===== src/logic/irq_flag_pkg.sv =====
// constants, field positions and source carrier for the interrupt flag block
package irq_flag_pkg;

  // ----------------------------------------------------------------------
  // register byte offsets on the wishbone bus
  // ----------------------------------------------------------------------
  localparam logic [7:0] OFS_CONTROL_TWO = 8'h00;
  localparam logic [7:0] OFS_FLAGS_ZERO  = 8'h04;
  localparam logic [7:0] OFS_FLAGS_ONE   = 8'h08;
  localparam logic [7:0] OFS_FLAGS_TWO   = 8'h0c;
  localparam logic [7:0] OFS_EVT_STATUS  = 8'h10;
  localparam logic [7:0] OFS_EVT_MASK    = 8'h14;

  // ----------------------------------------------------------------------
  // widths, masks and reset values
  // ----------------------------------------------------------------------
  localparam int          REG_W          = 16;
  localparam int          EXT_N          = 5;
  localparam int          EVT_W          = 5;
  localparam logic [15:0] CTRL_WR_MASK   = 16'h801f;
  localparam logic [15:0] FLAGS0_IMPL    = 16'h3fef;
  localparam logic [15:0] FLAGS1_IMPL    = 16'hfedf;
  localparam logic [15:0] FLAGS2_IMPL    = 16'h3fe3;
  localparam logic [15:0] REG_RESET      = 16'h0000;
  localparam logic [4:0]  EVT_RESET      = 5'h00;
  localparam logic [1:0]  ARM_CYCLES     = 2'h2;

  // ----------------------------------------------------------------------
  // field positions
  // ----------------------------------------------------------------------
  localparam int CTRL_ALT_VECTOR_BIT = 15;
  localparam int CTRL_TIMED_OFF_BIT  = 14;
  localparam int CTRL_POL_LSB        = 0;

  localparam int F0_ADC_DONE  = 13;
  localparam int F0_UART1_TX  = 12;
  localparam int F0_UART1_RX  = 11;
  localparam int F0_SPI1_EVT  = 10;
  localparam int F0_SPI1_FLT  = 9;
  localparam int F0_TIMER3    = 8;
  localparam int F0_TIMER2    = 7;
  localparam int F0_OC2       = 6;
  localparam int F0_IC2       = 5;
  localparam int F0_TIMER1    = 3;
  localparam int F0_OC1       = 2;
  localparam int F0_IC1       = 1;
  localparam int F0_EXT0      = 0;

  localparam int F1_UART2_TX  = 15;
  localparam int F1_UART2_RX  = 14;
  localparam int F1_EXT2      = 13;
  localparam int F1_TIMER5    = 12;
  localparam int F1_TIMER4    = 11;
  localparam int F1_OC4       = 10;
  localparam int F1_OC3       = 9;
  localparam int F1_IC8       = 7;
  localparam int F1_IC7       = 6;
  localparam int F1_EXT1      = 4;
  localparam int F1_CHANGE    = 3;
  localparam int F1_COMPARE   = 2;
  localparam int F1_I2C1_MST  = 1;
  localparam int F1_I2C1_SLV  = 0;

  localparam int F2_PARALLEL  = 13;
  localparam int F2_OC_LSB    = 9;
  localparam int F2_IC_LSB    = 5;
  localparam int F2_SPI2_EVT  = 1;
  localparam int F2_SPI2_FLT  = 0;

  // event status bits: one per flag register, plus edges of ext inputs 3 and 4
  localparam int EVT_FLAGS0   = 0;
  localparam int EVT_FLAGS1   = 1;
  localparam int EVT_FLAGS2   = 2;
  localparam int EVT_EXT3     = 3;
  localparam int EVT_EXT4     = 4;

  // ----------------------------------------------------------------------
  // request strobes from on-chip peripherals, one clock pulse each
  // ----------------------------------------------------------------------
  typedef struct packed {
    logic       adc_done;
    logic       uart1_tx;
    logic       uart1_rx;
    logic       spi1_event;
    logic       spi1_fault;
    logic       timer3;
    logic       timer2;
    logic       oc2;
    logic       ic2;
    logic       timer1;
    logic       oc1;
    logic       ic1;
    logic       uart2_tx;
    logic       uart2_rx;
    logic       timer5;
    logic       timer4;
    logic       oc4;
    logic       oc3;
    logic       ic8;
    logic       ic7;
    logic       change_notify;
    logic       comparator;
    logic       i2c1_master;
    logic       i2c1_slave;
    logic       parallel_port;
    logic [3:0] oc8_to_oc5;
    logic [3:0] ic6_to_ic3;
    logic       spi2_event;
    logic       spi2_fault;
  } periph_req_t;

endpackage : irq_flag_pkg


===== src/logic/ext_edge_detect.sv =====
// synchronisers and polarity-selected edge detectors for external interrupt pins
module ext_edge_detect
  import irq_flag_pkg::*;
(
  input  wire logic             clk_i,      // system clock
  input  wire logic             rst_i,      // synchronous reset, active high
  input  wire logic [EXT_N-1:0] pin_i,      // asynchronous external pins
  input  wire logic [EXT_N-1:0] polarity_i, // 1 falling edge, 0 rising edge
  output logic      [EXT_N-1:0] edge_o      // one-cycle pulse per detected edge
);

  logic [EXT_N-1:0] sync_a;
  logic [EXT_N-1:0] sync_b;
  logic [EXT_N-1:0] prev;
  logic [1:0]       arm_cnt;

  // chain runs through reset, so a pin held high reads as steady on release
  always_ff @(posedge clk_i) begin
    sync_a <= pin_i;
    sync_b <= sync_a;
  end

  // pin already high at reset must not look like a rising edge
  always_ff @(posedge clk_i) begin
    if (rst_i) begin
      arm_cnt <= '0;
    end else if (arm_cnt != ARM_CYCLES) begin
      arm_cnt <= arm_cnt + 2'h1;
    end
  end

  always_ff @(posedge clk_i) begin
    prev <= sync_b;
    if (rst_i) begin
      edge_o <= '0;
    end else begin
      if (arm_cnt == ARM_CYCLES) begin
        edge_o <= (polarity_i & prev & ~sync_b) | (~polarity_i & ~prev & sync_b);
      end else begin
        edge_o <= '0;
      end
    end
  end

endmodule : ext_edge_detect


===== src/logic/flag_register.sv =====
// one sixteen-bit request flag register, hardware set and software written
module flag_register
  import irq_flag_pkg::*;
#(
  parameter logic [REG_W-1:0] IMPL = '1 // implemented bit positions
) (
  input  wire logic             clk_i,   // system clock
  input  wire logic             rst_i,   // synchronous reset, active high
  input  wire logic [REG_W-1:0] set_i,   // hardware request pulses
  input  wire logic             wr_i,    // software write strobe
  input  wire logic [1:0]       be_i,    // byte enables for the write
  input  wire logic [REG_W-1:0] wdat_i,  // software write data
  output logic      [REG_W-1:0] flags_o, // current flag value
  output logic                  new_o    // pulse when a hardware request set any flag from 0 to 1
);

  logic [REG_W-1:0] wmask;
  logic [REG_W-1:0] next_flags;

  always_comb begin
    wmask      = {{8{be_i[1]}}, {8{be_i[0]}}} & IMPL;
    next_flags = flags_o;
    if (wr_i) begin
      next_flags = (flags_o & ~wmask) | (wdat_i & wmask);
    end
    // set beats a clear in the same cycle
    next_flags = (next_flags | set_i) & IMPL;
  end

  always_ff @(posedge clk_i) begin
    if (rst_i) begin
      flags_o <= REG_RESET;
      new_o   <= 1'b0;
    end else begin
      flags_o <= next_flags;
      new_o   <= |(set_i & IMPL & ~flags_o);
    end
  end

endmodule : flag_register


===== src/logic/irq_flag_ctrl.sv =====
// interrupt control register, first three flag registers and event interrupt
// ------------------------------------------------------------------------
// Summary of operation
// - control bit 15 set selects the alternate vector table, clear the default.
// - control bit 14 reads one while a timed interrupt disable is active.
// - control bits 0-4 pick falling (1) or rising (0) edge per ext input.
// - flags are set by hardware, reset to zero, and are software read/write.
// - flag register 0 holds adc, uart1, spi1, timers 1-3, oc1-2, ic1-2, ext0.
// - flag register 1 upper byte holds uart2, ext2, timers 4-5, oc3-4.
// - flag register 1 lower byte holds ic7-8, ext1, change, comparator, i2c1.
// - flag register 2 holds parallel port, oc5-8, ic3-6, spi2 event and fault.
// - unimplemented bits read zero and ignore writes.
// - flags set by their source, cleared only by software, in vector order.
// ------------------------------------------------------------------------
module irq_flag_ctrl
  import irq_flag_pkg::*;
(
  input  wire logic             clk_i,              // system clock, 125 MHz
  input  wire logic             rst_i,              // synchronous reset, active high
  // wishbone classic slave
  input  wire logic             wb_cyc_i,           // bus cycle
  input  wire logic             wb_stb_i,           // strobe
  input  wire logic             wb_we_i,            // write enable
  input  wire logic [7:0]       wb_adr_i,           // byte address
  input  wire logic [3:0]       wb_sel_i,           // byte lane selects
  input  wire logic [31:0]      wb_dat_i,           // write data
  output logic      [31:0]      wb_dat_o,           // read data
  output logic                  wb_ack_o,           // acknowledge
  // request sources
  input  wire periph_req_t      periph_req_i,       // peripheral request pulses
  input  wire logic [EXT_N-1:0] ext_irq_i,          // external interrupt pins
  input  wire logic             timed_irq_disable_i, // timed disable in progress
  // to the vector logic and cpu
  output logic                  alternate_vector_table_select_o, // alt table in use
  output logic      [REG_W-1:0] interrupt_flags_zero_o, // flag register 0
  output logic      [REG_W-1:0] interrupt_flags_one_o,  // flag register 1
  output logic      [REG_W-1:0] interrupt_flags_two_o,  // flag register 2
  output logic                  irq_o               // unmasked event pending
);

  // ----------------------------------------------------------------------
  // internal state
  // ----------------------------------------------------------------------
  logic                alternate_vector_table_select;
  logic                timed_irq_disable_active;
  logic [EXT_N-1:0]    ext_irq_edge_polarity;
  logic [EXT_N-1:0]    ext_edge;
  logic [REG_W-1:0]    interrupt_control_two;
  logic [REG_W-1:0]    set_zero;
  logic [REG_W-1:0]    set_one;
  logic [REG_W-1:0]    set_two;
  logic                new_zero;
  logic                new_one;
  logic                new_two;
  logic [EVT_W-1:0]    evt_status;
  logic [EVT_W-1:0]    evt_mask;
  logic [EVT_W-1:0]    evt_in;
  logic [EVT_W-1:0]    next_evt_status;
  logic [EVT_W-1:0]    next_evt_mask;
  logic                bus_req;
  logic                wr_commit;
  logic                wr_ctrl;
  logic                wr_zero;
  logic                wr_one;
  logic                wr_two;
  logic                wr_status;
  logic                wr_mask;
  logic [1:0]          wr_be;
  logic [31:0]         next_rdata;

  // ----------------------------------------------------------------------
  // helpers
  // ----------------------------------------------------------------------
  function automatic logic wr_hit(input logic [7:0] ofs);
    wr_hit = wr_commit && (wb_adr_i == ofs);
  endfunction : wr_hit

  function automatic logic [REG_W-1:0] map_zero(input periph_req_t r, input logic ext0);
    logic [REG_W-1:0] v;
    v              = '0;
    v[F0_ADC_DONE] = r.adc_done;
    v[F0_UART1_TX] = r.uart1_tx;
    v[F0_UART1_RX] = r.uart1_rx;
    v[F0_SPI1_EVT] = r.spi1_event;
    v[F0_SPI1_FLT] = r.spi1_fault;
    v[F0_TIMER3]   = r.timer3;
    v[F0_TIMER2]   = r.timer2;
    v[F0_OC2]      = r.oc2;
    v[F0_IC2]      = r.ic2;
    v[F0_TIMER1]   = r.timer1;
    v[F0_OC1]      = r.oc1;
    v[F0_IC1]      = r.ic1;
    v[F0_EXT0]     = ext0;
    map_zero       = v;
  endfunction : map_zero

  function automatic logic [REG_W-1:0] map_one(input periph_req_t r, input logic ext1,
                                               input logic ext2);
    logic [REG_W-1:0] v;
    v              = '0;
    v[F1_UART2_TX] = r.uart2_tx;
    v[F1_UART2_RX] = r.uart2_rx;
    v[F1_EXT2]     = ext2;
    v[F1_TIMER5]   = r.timer5;
    v[F1_TIMER4]   = r.timer4;
    v[F1_OC4]      = r.oc4;
    v[F1_OC3]      = r.oc3;
    v[F1_IC8]      = r.ic8;
    v[F1_IC7]      = r.ic7;
    v[F1_EXT1]     = ext1;
    v[F1_CHANGE]   = r.change_notify;
    v[F1_COMPARE]  = r.comparator;
    v[F1_I2C1_MST] = r.i2c1_master;
    v[F1_I2C1_SLV] = r.i2c1_slave;
    map_one        = v;
  endfunction : map_one

  function automatic logic [REG_W-1:0] map_two(input periph_req_t r);
    logic [REG_W-1:0] v;
    v                        = '0;
    v[F2_PARALLEL]           = r.parallel_port;
    v[F2_OC_LSB +: 4]        = r.oc8_to_oc5;
    v[F2_IC_LSB +: 4]        = r.ic6_to_ic3;
    v[F2_SPI2_EVT]           = r.spi2_event;
    v[F2_SPI2_FLT]           = r.spi2_fault;
    map_two                  = v;
  endfunction : map_two

  // ----------------------------------------------------------------------
  // wishbone handshake
  // ----------------------------------------------------------------------
  // ack one cycle after the strobe; the write lands on the edge that sees ack
  assign bus_req   = wb_cyc_i && wb_stb_i && !wb_ack_o;
  assign wr_commit = wb_cyc_i && wb_stb_i && wb_we_i && wb_ack_o;
  assign wr_be     = wb_sel_i[1:0];

  always_ff @(posedge clk_i) begin
    if (rst_i) begin
      wb_ack_o <= 1'b0;
    end else begin
      wb_ack_o <= bus_req;
    end
  end

  // strobes decoded in a process: a function in a port map is only
  // re-evaluated when its own arguments change, never on the bus
  always_comb begin
    wr_ctrl   = wr_hit(OFS_CONTROL_TWO);
    wr_zero   = wr_hit(OFS_FLAGS_ZERO);
    wr_one    = wr_hit(OFS_FLAGS_ONE);
    wr_two    = wr_hit(OFS_FLAGS_TWO);
    wr_status = wr_hit(OFS_EVT_STATUS) && wr_be[0];
    wr_mask   = wr_hit(OFS_EVT_MASK) && wr_be[0];
  end

  // ----------------------------------------------------------------------
  // control register
  // ----------------------------------------------------------------------
  always_ff @(posedge clk_i) begin
    if (rst_i) begin
      alternate_vector_table_select <= 1'b0;
    end else if (wr_ctrl && wr_be[1]) begin
      alternate_vector_table_select <= wb_dat_i[CTRL_ALT_VECTOR_BIT];
    end
  end

  always_ff @(posedge clk_i) begin
    if (rst_i) begin
      ext_irq_edge_polarity <= '0;
    end else if (wr_ctrl && wr_be[0]) begin
      ext_irq_edge_polarity <= wb_dat_i[CTRL_POL_LSB +: EXT_N];
    end
  end

  // status follows the cpu, software writes to it are dropped
  always_ff @(posedge clk_i) begin
    if (rst_i) begin
      timed_irq_disable_active <= 1'b0;
    end else begin
      timed_irq_disable_active <= timed_irq_disable_i;
    end
  end

  always_comb begin
    interrupt_control_two                             = '0;
    interrupt_control_two[CTRL_ALT_VECTOR_BIT]        = alternate_vector_table_select;
    interrupt_control_two[CTRL_TIMED_OFF_BIT]         = timed_irq_disable_active;
    interrupt_control_two[CTRL_POL_LSB +: EXT_N]      = ext_irq_edge_polarity;
  end

  always_ff @(posedge clk_i) begin
    if (rst_i) begin
      alternate_vector_table_select_o <= 1'b0;
    end else begin
      alternate_vector_table_select_o <= alternate_vector_table_select;
    end
  end

  // ----------------------------------------------------------------------
  // external inputs
  // ----------------------------------------------------------------------
  // a pin edge reaches its flag four edges after the pin moves
  ext_edge_detect u_ext_edge (
    .clk_i      (clk_i),
    .rst_i      (rst_i),
    .pin_i      (ext_irq_i),
    .polarity_i (ext_irq_edge_polarity),
    .edge_o     (ext_edge)
  );

  // ----------------------------------------------------------------------
  // flag registers
  // ----------------------------------------------------------------------
  assign set_zero = map_zero(periph_req_i, ext_edge[0]);
  assign set_one  = map_one(periph_req_i, ext_edge[1], ext_edge[2]);
  assign set_two  = map_two(periph_req_i);

  flag_register #(
    .IMPL (FLAGS0_IMPL)
  ) u_flags_zero (
    .clk_i   (clk_i),
    .rst_i   (rst_i),
    .set_i   (set_zero),
    .wr_i    (wr_zero),
    .be_i    (wr_be),
    .wdat_i  (wb_dat_i[REG_W-1:0]),
    .flags_o (interrupt_flags_zero_o),
    .new_o   (new_zero)
  );

  flag_register #(
    .IMPL (FLAGS1_IMPL)
  ) u_flags_one (
    .clk_i   (clk_i),
    .rst_i   (rst_i),
    .set_i   (set_one),
    .wr_i    (wr_one),
    .be_i    (wr_be),
    .wdat_i  (wb_dat_i[REG_W-1:0]),
    .flags_o (interrupt_flags_one_o),
    .new_o   (new_one)
  );

  flag_register #(
    .IMPL (FLAGS2_IMPL)
  ) u_flags_two (
    .clk_i   (clk_i),
    .rst_i   (rst_i),
    .set_i   (set_two),
    .wr_i    (wr_two),
    .be_i    (wr_be),
    .wdat_i  (wb_dat_i[REG_W-1:0]),
    .flags_o (interrupt_flags_two_o),
    .new_o   (new_two)
  );

  // ----------------------------------------------------------------------
  // event status, mask and interrupt line
  // ----------------------------------------------------------------------
  // ext 3 and 4 have their flags elsewhere, so only their edges land here
  always_comb begin
    evt_in             = '0;
    evt_in[EVT_FLAGS0] = new_zero;
    evt_in[EVT_FLAGS1] = new_one;
    evt_in[EVT_FLAGS2] = new_two;
    evt_in[EVT_EXT3]   = ext_edge[3];
    evt_in[EVT_EXT4]   = ext_edge[4];
  end

  always_comb begin
    next_evt_status    = evt_status;
    if (wr_status) begin
      next_evt_status = evt_status & ~wb_dat_i[EVT_W-1:0];
    end
    // a new event wins over a write-one clear in the same cycle
    next_evt_status = next_evt_status | evt_in;
  end

  always_ff @(posedge clk_i) begin
    if (rst_i) begin
      evt_status <= EVT_RESET;
    end else begin
      evt_status <= next_evt_status;
    end
  end

  // the line follows a mask write on the same edge as the mask itself,
  // so software sees no stale request after masking
  always_comb begin
    next_evt_mask = evt_mask;
    if (wr_mask) begin
      next_evt_mask = wb_dat_i[EVT_W-1:0];
    end
  end

  always_ff @(posedge clk_i) begin
    if (rst_i) begin
      evt_mask <= EVT_RESET;
    end else begin
      evt_mask <= next_evt_mask;
    end
  end

  // registered so the line cannot glitch while status decodes
  always_ff @(posedge clk_i) begin
    if (rst_i) begin
      irq_o <= 1'b0;
    end else begin
      irq_o <= |(next_evt_status & next_evt_mask);
    end
  end

  // ----------------------------------------------------------------------
  // read path
  // ----------------------------------------------------------------------
  // unmapped offsets answer with ack and zero data
  always_comb begin
    next_rdata = '0;
    case (wb_adr_i)
      OFS_CONTROL_TWO: next_rdata[REG_W-1:0] = interrupt_control_two;
      OFS_FLAGS_ZERO:  next_rdata[REG_W-1:0] = interrupt_flags_zero_o;
      OFS_FLAGS_ONE:   next_rdata[REG_W-1:0] = interrupt_flags_one_o;
      OFS_FLAGS_TWO:   next_rdata[REG_W-1:0] = interrupt_flags_two_o;
      OFS_EVT_STATUS:  next_rdata[EVT_W-1:0] = evt_status;
      OFS_EVT_MASK:    next_rdata[EVT_W-1:0] = evt_mask;
      default:         next_rdata = '0;
    endcase
  end

  // read data stands for the ack cycle only, zero otherwise
  always_ff @(posedge clk_i) begin
    if (rst_i) begin
      wb_dat_o <= '0;
    end else if (bus_req && !wb_we_i) begin
      wb_dat_o <= next_rdata;
    end else begin
      wb_dat_o <= '0;
    end
  end

endmodule : irq_flag_ctrl


===== config.mk =====
export PLATFORM = sky130hd
export DESIGN_NAME = irq_flag_ctrl
export DESIGN_NICKNAME = d
export VERILOG_FILES = /design/src/logic/irq_flag_pkg.sv /design/src/logic/ext_edge_detect.sv /design/src/logic/flag_register.sv /design/src/logic/irq_flag_ctrl.sv
export SDC_FILE = /design/constraint.sdc
export NUM_CORES = 1
export LEC_CHECK = 0
export ABC_AREA = 1
export BUFFER_PORTS_ARGS = -buffer_cell sky130_fd_sc_hd__buf_2
export CORE_ASPECT_RATIO = 2
export CORE_MARGIN = 2
export CORE_UTILIZATION = 49
export CTS_CLUSTER_SIZE = 30
export DETAILED_ROUTE_END_ITERATION = 12
export PLACE_DENSITY = 0.85
export REMOVE_ABC_BUFFERS = 1
export SLEW_MARGIN = 10
export SYNTH_ARGS = -nofsm -noshare
export SYNTH_HDL_FRONTEND = slang
export SYNTH_SLANG_ARGS = --single-unit

===== constraint.sdc =====
create_clock -name clk_i -period 2.1 [get_ports clk_i]
set_input_delay 0.525 -clock clk_i [delete_from_list [all_inputs] [get_ports clk_i]]
set_output_delay 0.525 -clock clk_i [all_outputs]
set_load 0.005 [all_outputs]

# Word level (Yosys, flattened, before mapping)
# Cells that the tools add are included.
[word_totals] output_inout_bits=83 reg_bits=117 word_cells=96 input_bits=90
[op_classes] n_bitwise=35 n_reduce_logical=24 n_addsub=1 mux=7 n_eq_ne=7
[op_table] op="14-bit AND" n=4
[op_table] op="14-bit bitwise OR" n=4
[op_table] op="16-bit AND" n=3
[op_table] op="16-bit OR reduction" n=3
[op_table] op="11-bit one-hot mux with 4 select lines" n=1
[op_table] op="14-bit by 16-bit AND with 16-bit output" n=2
[op_table] op="14-bit NOT with 16-bit output" n=2
[op_table] op="16-bit NOT" n=2
[op_table] op="16-bit bitwise OR" n=2
[op_table] op="5-bit AND" n=6
[op_table] op="5-bit one-hot mux with 6 select lines" n=1
[op_table] op="14-bit 2-to-1 mux" n=2
[op_table] op="14-bit NOT" n=2
[op_table] op="5-bit NOT" n=4
[op_table] op="8-bit by 4-bit == test with 1-bit output, second input constant" n=2
[op_table] op="8-bit by 5-bit == test with 1-bit output, second input constant" n=2
[op_table] op="16-bit 2-to-1 mux" n=1
[op_table] op="1-bit logical AND" n=15
[op_table] op="5-bit 2-to-1 mux" n=2
[op_table] op="5-bit bitwise OR" n=2
[op_table] op="8-bit by 3-bit == test with 1-bit output, second input constant" n=1
[op_table] op="8-bit logical NOT" n=1
[op_table] op="5-bit OR reduction" n=1
[op_table] op="2-bit OR reduction" n=2
[op_table] op="other kinds (5)" n=7

# Longest topological paths before layout
[depth] depth_word=9 depth_mapped=12 mapped_depth_nobuf=11

# Cells and area by module
# From an unflattened synthesis, not the netlist that was laid out.
[unflattened] cells_unflattened=708 hier_area_um2=4747.1
[modules_own_cells] mod="irq_flag_ctrl" cells_per_inst=284 n_inst=1 seq_area_each_um2=720.7 area_per_inst_um2=1905.6
[modules_own_cells] mod="flag_register at u_flags_one" cells_per_inst=127 n_inst=1 seq_area_each_um2=300.3 area_per_inst_um2=823.3
[modules_own_cells] mod="flag_register at u_flags_zero" cells_per_inst=121 n_inst=1 seq_area_each_um2=280.3 area_per_inst_um2=735.7
[modules_own_cells] mod="ext_edge_detect" cells_per_inst=72 n_inst=1 seq_area_each_um2=440.4 area_per_inst_um2=646.9
[modules_own_cells] mod="flag_register at u_flags_two" cells_per_inst=104 n_inst=1 seq_area_each_um2=240.2 area_per_inst_um2=635.6

# Worst setup path after synthesis
# No wires, ideal clock.
[synth_timing] path_type="input to register" startpoint="input wb_adr_i[7]" endpoint="register u_flags_one.flags_o[0]" slack_ns=0.416 path_buffers=1 arrival_ns=1.574 required_ns=1.990 setup_time_ns=0.110 path_stages=9 path_cell_list="nor2_1 -> nand4_1 -> nor2_4 -> nand2_1 -> buf_2 -> a21oi_1 -> o21ai_0 -> nand2_1 -> inv_1"
[synth_via] elab_chain_len=4
[synth_rtl] element="start: declaration" line_no="irq_flag_ctrl.sv:24" source="input wire logic [7:0] wb_adr_i,"
[synth_rtl] element="8-bit by 4-bit == test with 1-bit output" line_no="irq_flag_ctrl.sv:75" source="wr_hit = wr_commit && (wb_adr_i == ofs);"
[synth_rtl] element="1-bit logical AND" line_no="irq_flag_ctrl.sv:75"
[synth_rtl] element="16-bit 2-to-1 mux" line_no="flag_register.sv:23" source="if (wr_i) begin"
[synth_rtl] element="16-bit bitwise OR" line_no="flag_register.sv:27" source="next_flags = (next_flags | set_i) & IMPL;"
[synth_rtl] element="end signal: assignment" line_no="flag_register.sv:35" source="flags_o <= next_flags;"
[synth_rtl] element="end: declaration" line_no="flag_register.sv:13" source="output logic [REG_W-1:0] flags_o,"
# No other way between the ends.
# A chain may end at the register's enable or synchronous reset.

# Worst setup path in the final report
[layout_timing] startpoint="input wb_adr_i[7]" endpoint="register u_flags_one.flags_o[1]"
# Same word-level chain as after synthesis.

==> results_tabular.tex <==
\begin{tabular}{lr}
\hline
Metric & Value \\
\hline
\multicolumn{2}{l}{\textbf{Global routing}} \\
\quad Global route overflow & 0 \\
\quad Largest net degree at the start of global routing & 27 \\
\quad Initial antenna violation count & 0 \\
\quad First-pass GRT wire length & 19.9 mm \\
\quad Vias in the first global route & 4,255 \\
\quad All-layer global routing usage & 0.259 \\
\multicolumn{2}{l}{\textbf{Floorplanning}} \\
\quad Die boundary height & 138 um \\
\quad Full die area & 9840 um2 \\
\quad Width of the die & 71.2 um \\
\quad Starting Density & 0.497 \\
\quad Core ar. & 8890 um2 \\
\quad Number of top-level pins & 173 \\
\quad Number of core rows & 49 \\
\multicolumn{2}{l}{\textbf{Place}} \\
\quad Count of input and output buffers & 128 \\
\quad Placed instance area & 5180 um2 \\
\quad Post-placement cell count & 859 \\
\quad Placer congestion estimate & 0.944 \\
\quad Detailed placement HPWL & 9.88 mm \\
\multicolumn{2}{l}{\textbf{Routing}} \\
\quad Remaining antenna violation count & 0 \\
\quad WL per Instance & 14.5 um \\
\quad DRC violation count after routing & 0 \\
\quad Final routed wirelength across all metal layers & 12.6 mm \\
\quad Routed via count divided by cell count & 5.12 \\
\quad Number of vias after detailed routing & 4,476 \\
\quad Initial DRT Pass Iterations & 7 \\
\quad Starting DRT DRC Count & 337 \\
\multicolumn{2}{l}{\textbf{Cells and area}} \\
\quad Number of filler instances in the final layout & 824 \\
\quad Cell Count, Final, Fillers Out & 874 \\
\quad Total number of nets in the final design & 859 \\
\quad Area Overhead vs Synth & 24.3\% \\
\quad Area of all placed cells without fillers & 5490 um2 \\
\quad Diodes inserted & 0 \\
\quad Layout cells sized above 1 & 0.233 \\
\multicolumn{2}{l}{\textbf{Power}} \\
\quad Power per standard cell area & 768 nW/um2 \\
\quad Max rail drop VDD & 0.672 mV \\
\quad Leakage Power & 0.00290 uW \\
\multicolumn{2}{l}{\textbf{Setup path}} \\
\quad Crit path launch type & input port \\
\quad Number of buffer and inverter stages on the critical path & 3 \\
\quad Critical path's slowest cell & sky130\_fd\_sc\_hd\_\_nand2\_1 \\
\quad Crit. path cell count & 10 \\
\quad Critical path, cell by cell & buf\_2 -> nor2\_1 -> nand4\_1 -> buf\_4 -> nor2\_4 -> nand2\_1 -> nand2\_1 -> o21ai\_0 -> o21ai\_0 -> inv\_1 \\
\quad Largest fanout of any net on the critical path & 13 \\
\quad Last element of the critical path & u\_flags\_one.flags\_o[1] \\
\quad Worst setup EP type & flip-flop \\
\quad Worst reg-to-reg setup slack & 0.41 ns \\
\quad Data required time at the worst endpoint & 2.34 ns \\
\quad Worst R2R End & u\_flags\_zero.flags\_o[5] \\
\quad Delay of the slowest cell on the worst path & 0.30 ns \\
\quad Worst-case reg-to-reg path depth & 8 \\
\quad Kind of cell adding the most delay to the critical path & simple AND/OR/NAND/NOR gates \\
\quad Critical Path AT & 2.04 ns \\
\quad Launching element of the worst setup path & wb\_adr\_i[7] \\
\quad Crit Path Category & in2reg \\
\quad Origin of the critical flop-to-flop path & wb\_ack\_o \\
\multicolumn{2}{l}{\textbf{Clocking}} \\
\quad TritonCTS clock tree & built \\
\quad Count of hold-fix buffers inserted at cts & 0 \\
\quad Worst-path clk slew & 0.06 ns \\
\quad H-tree Lvls & 3 \\
\quad Number of clock buffers inserted by TritonCTS & 9 \\
\quad Deepest clock path buffer count & 2 \\
\quad Number of buffers added for setup after CTS & 0 \\
\quad Cell at the root of the clock tree & sky130\_fd\_sc\_hd\_\_clkbuf\_16 \\
\quad CTS Sinks & 99 \\
\quad Quantity of gates resized following cts & 0 \\
\quad Clock latency of the later-clocked register in the worst-skew pair & 0.35 ns \\
\multicolumn{2}{l}{\textbf{STA}} \\
\quad Number of max-slew violations in the final report & 0 \\
\quad Final worst clock skew & 0.00801 ns \\
\quad Final Critical Period & 1.80 ns \\
\quad Unrepaired setup endpoints after global routing & no \\
\quad Max Clk Rate & 555 MHz \\
\quad Count of final setup violators & 0 \\
\quad Final hold violations & 0 \\
\quad Final worst-path cycle share & 0.858 \\
\multicolumn{2}{l}{\textbf{Synth}} \\
\quad Synth Register Bits & 99 \\
\quad Synth area leader & sky130\_fd\_sc\_hd\_\_dfxtp\_1 \\
\quad Count of different cell masters after synthesis & 35 \\
\quad Largest cells by area after synthesis & sky130\_fd\_sc\_hd\_\_dfxtp\_1 (45\%), sky130\_fd\_sc\_hd\_\_nand2\_1 (13\%), sky130\_fd\_sc\_hd\_\_inv\_1 (9.6\%) \\
\quad Proportion of synthesized chip area in sequential cells & 0.448 \\
\quad Post-synthesis instance total & 623 \\
\quad Mean cell area of the mapped netlist & 7.09 um2 \\
\quad Area share of the largest cell type after synthesis & 0.448 \\
\quad Synth warn & 0 \\
\quad Total standard cell area after synthesis & 4420 um2 \\
\multicolumn{2}{l}{\textbf{Outcome}} \\
\quad Outcome & completed \\
\multicolumn{2}{l}{\textbf{Min path}} \\
\quad Path class of the lowest-slack min-delay path & in2reg \\
\multicolumn{2}{l}{\textbf{Run}} \\
\quad Max capacitance violation total & 0 \\
\hline
\end{tabular}
worst register-to-register path: cells and delay by family (launching register included):
family | cells | cell delay (ns)
and+or+nand+nor | 3 | 0.59
buffers and inverters | 3 | 0.42
DFF | 1 | 0.36
AOI/OAI and AO/OA | 2 | 0.22
cell type report:
type | instances | area (um2) | share of cell area
tap | 102 | 128 | 0.0232
clock inverter | 5 | 78.8 | 0.0144
timing repair buffer | 150 | 806 | 0.147
multi-input combinational | 390 | 1830 | 0.333
inverter | 118 | 443 | 0.0806
sequential | 99 | 1980 | 0.361
clock buffer | 10 | 229 | 0.0417
flip-flops by register name (all words and copies together), names as in the netlist:
signal,cells
alternate_vector_table_select,1
alternate_vector_table_select_o,1
evt_mask,5
evt_status,5
ext_irq_edge_polarity,5
irq_o,1
timed_irq_disable_active,1
u_ext_edge.arm_cnt,2
u_ext_edge.edge_o,5
u_ext_edge.prev,5
u_ext_edge.sync_a,5
u_ext_edge.sync_b,5
u_flags_one.flags_o,14
u_flags_one.new_o,1
u_flags_two.flags_o,11
u_flags_two.new_o,1
u_flags_zero.flags_o,13
u_flags_zero.new_o,1
wb_ack_o,1
wb_dat_o,16
kinds of logic after synthesis:
logic type      synth area share
other cells             0.000849
simple gates               0.238
compound gates             0.150
flops                      0.448
buf+inv                    0.159
fa+ha+maj                0.00283
cell usage in the layout, fill, tap and decap left out, types with 5 or more instances in the layout:
master	count
sky130_fd_sc_hd__dfxtp_1	99
sky130_fd_sc_hd__nor2_1	29
sky130_fd_sc_hd__nand2_1	148
sky130_fd_sc_hd__o22ai_1	14
sky130_fd_sc_hd__a21oi_1	37
sky130_fd_sc_hd__conb_1	26
sky130_fd_sc_hd__nor3_1	6
sky130_fd_sc_hd__clkbuf_16	9
sky130_fd_sc_hd__buf_2	128
sky130_fd_sc_hd__a31oi_1	8
sky130_fd_sc_hd__nand3_1	41
sky130_fd_sc_hd__nor2_2	5
sky130_fd_sc_hd__inv_2	5
sky130_fd_sc_hd__o21ai_0	47
sky130_fd_sc_hd__inv_1	113
sky130_fd_sc_hd__buf_4	22
metrics by stage:
step	TNS [ns]	hold slack, ns	utilization	power, uW	setup slack [ns]
final	0	0.277	0.618	4220	0.299
after global routing	0	0.272	0.618	4380	0.208
after CTS	0	0.267	0.618	4240	0.306
after detailed placement	-0.166	0.312	0.583	2530	-0.0571
after global placement	-0.00449	0.310	0.583	2510	-0.00331
after floorplan	0	0.310	-	2300	0.0619
where the power goes:
| part | internal [uW] | switching [uW] | leakage, uW |
|---|---|---|---|
| registers | 1970 | 71.5 | 0.000818 |
| clock network | 1040 | 690 | 0.000152 |
| logic | 187 | 258 | 0.00193 |
| total | 3200 | 1020 | 0.00290 |
how the worst min path moves through the flow:
stage / startpoint / endpoint / depth (start not counted)
3_5_place_dp: u_ext_edge.sync_a[3] / u_ext_edge.sync_b[3] / 0
4_1_cts: ext_irq_i[4] / u_ext_edge.sync_a[4] / 1
5_1_grt: ext_irq_i[2] / u_ext_edge.sync_a[2] / 1
3_3_place_gp: u_ext_edge.sync_a[4] / u_ext_edge.sync_b[4] / 0
6_report: ext_irq_i[4] / u_ext_edge.sync_a[4] / 1
2_1_floorplan: u_ext_edge.sync_a[0] / u_ext_edge.sync_b[0] / 0
cells in the mapped netlist:
master,n
sky130_fd_sc_hd__a22o_1,1
sky130_fd_sc_hd__nor4_1,2
sky130_fd_sc_hd__o22ai_1,14
sky130_fd_sc_hd__o211ai_1,1
sky130_fd_sc_hd__dfxtp_1,99
sky130_fd_sc_hd__o21a_1,1
sky130_fd_sc_hd__o221ai_1,1
sky130_fd_sc_hd__o31ai_1,1
sky130_fd_sc_hd__nand4_1,2
sky130_fd_sc_hd__conb_1,1
sky130_fd_sc_hd__nor3_4,1
sky130_fd_sc_hd__nand3b_1,3
sky130_fd_sc_hd__a21oi_1,37
sky130_fd_sc_hd__o21ai_1,2
sky130_fd_sc_hd__o21ai_0,47
sky130_fd_sc_hd__nand2_2,1
sky130_fd_sc_hd__inv_1,113
sky130_fd_sc_hd__buf_4,27
sky130_fd_sc_hd__nor3b_1,1
sky130_fd_sc_hd__ha_1,1
sky130_fd_sc_hd__nor3_1,6
sky130_fd_sc_hd__a31oi_1,8
sky130_fd_sc_hd__nand3_2,1
sky130_fd_sc_hd__nand3_1,41
sky130_fd_sc_hd__nor2_2,5
sky130_fd_sc_hd__o21bai_1,2
sky130_fd_sc_hd__nor2_4,3
sky130_fd_sc_hd__buf_1,3
sky130_fd_sc_hd__buf_2,5
sky130_fd_sc_hd__clkbuf_1,6
sky130_fd_sc_hd__nand2_1,148
sky130_fd_sc_hd__nor2_1,29
sky130_fd_sc_hd__a221oi_1,3
sky130_fd_sc_hd__a211oi_1,2
sky130_fd_sc_hd__inv_2,5
layer usage:
layer	part of all wire	track usage	vias to the layer above
met5	0	0	-
met4	0.063	0.196	0
met3	0.050	0.0306	53
met2	0.55	0.476	199
met1	0.33	0.250	2014
li1	-	-	2210
(Power assumes the default switching activity.)
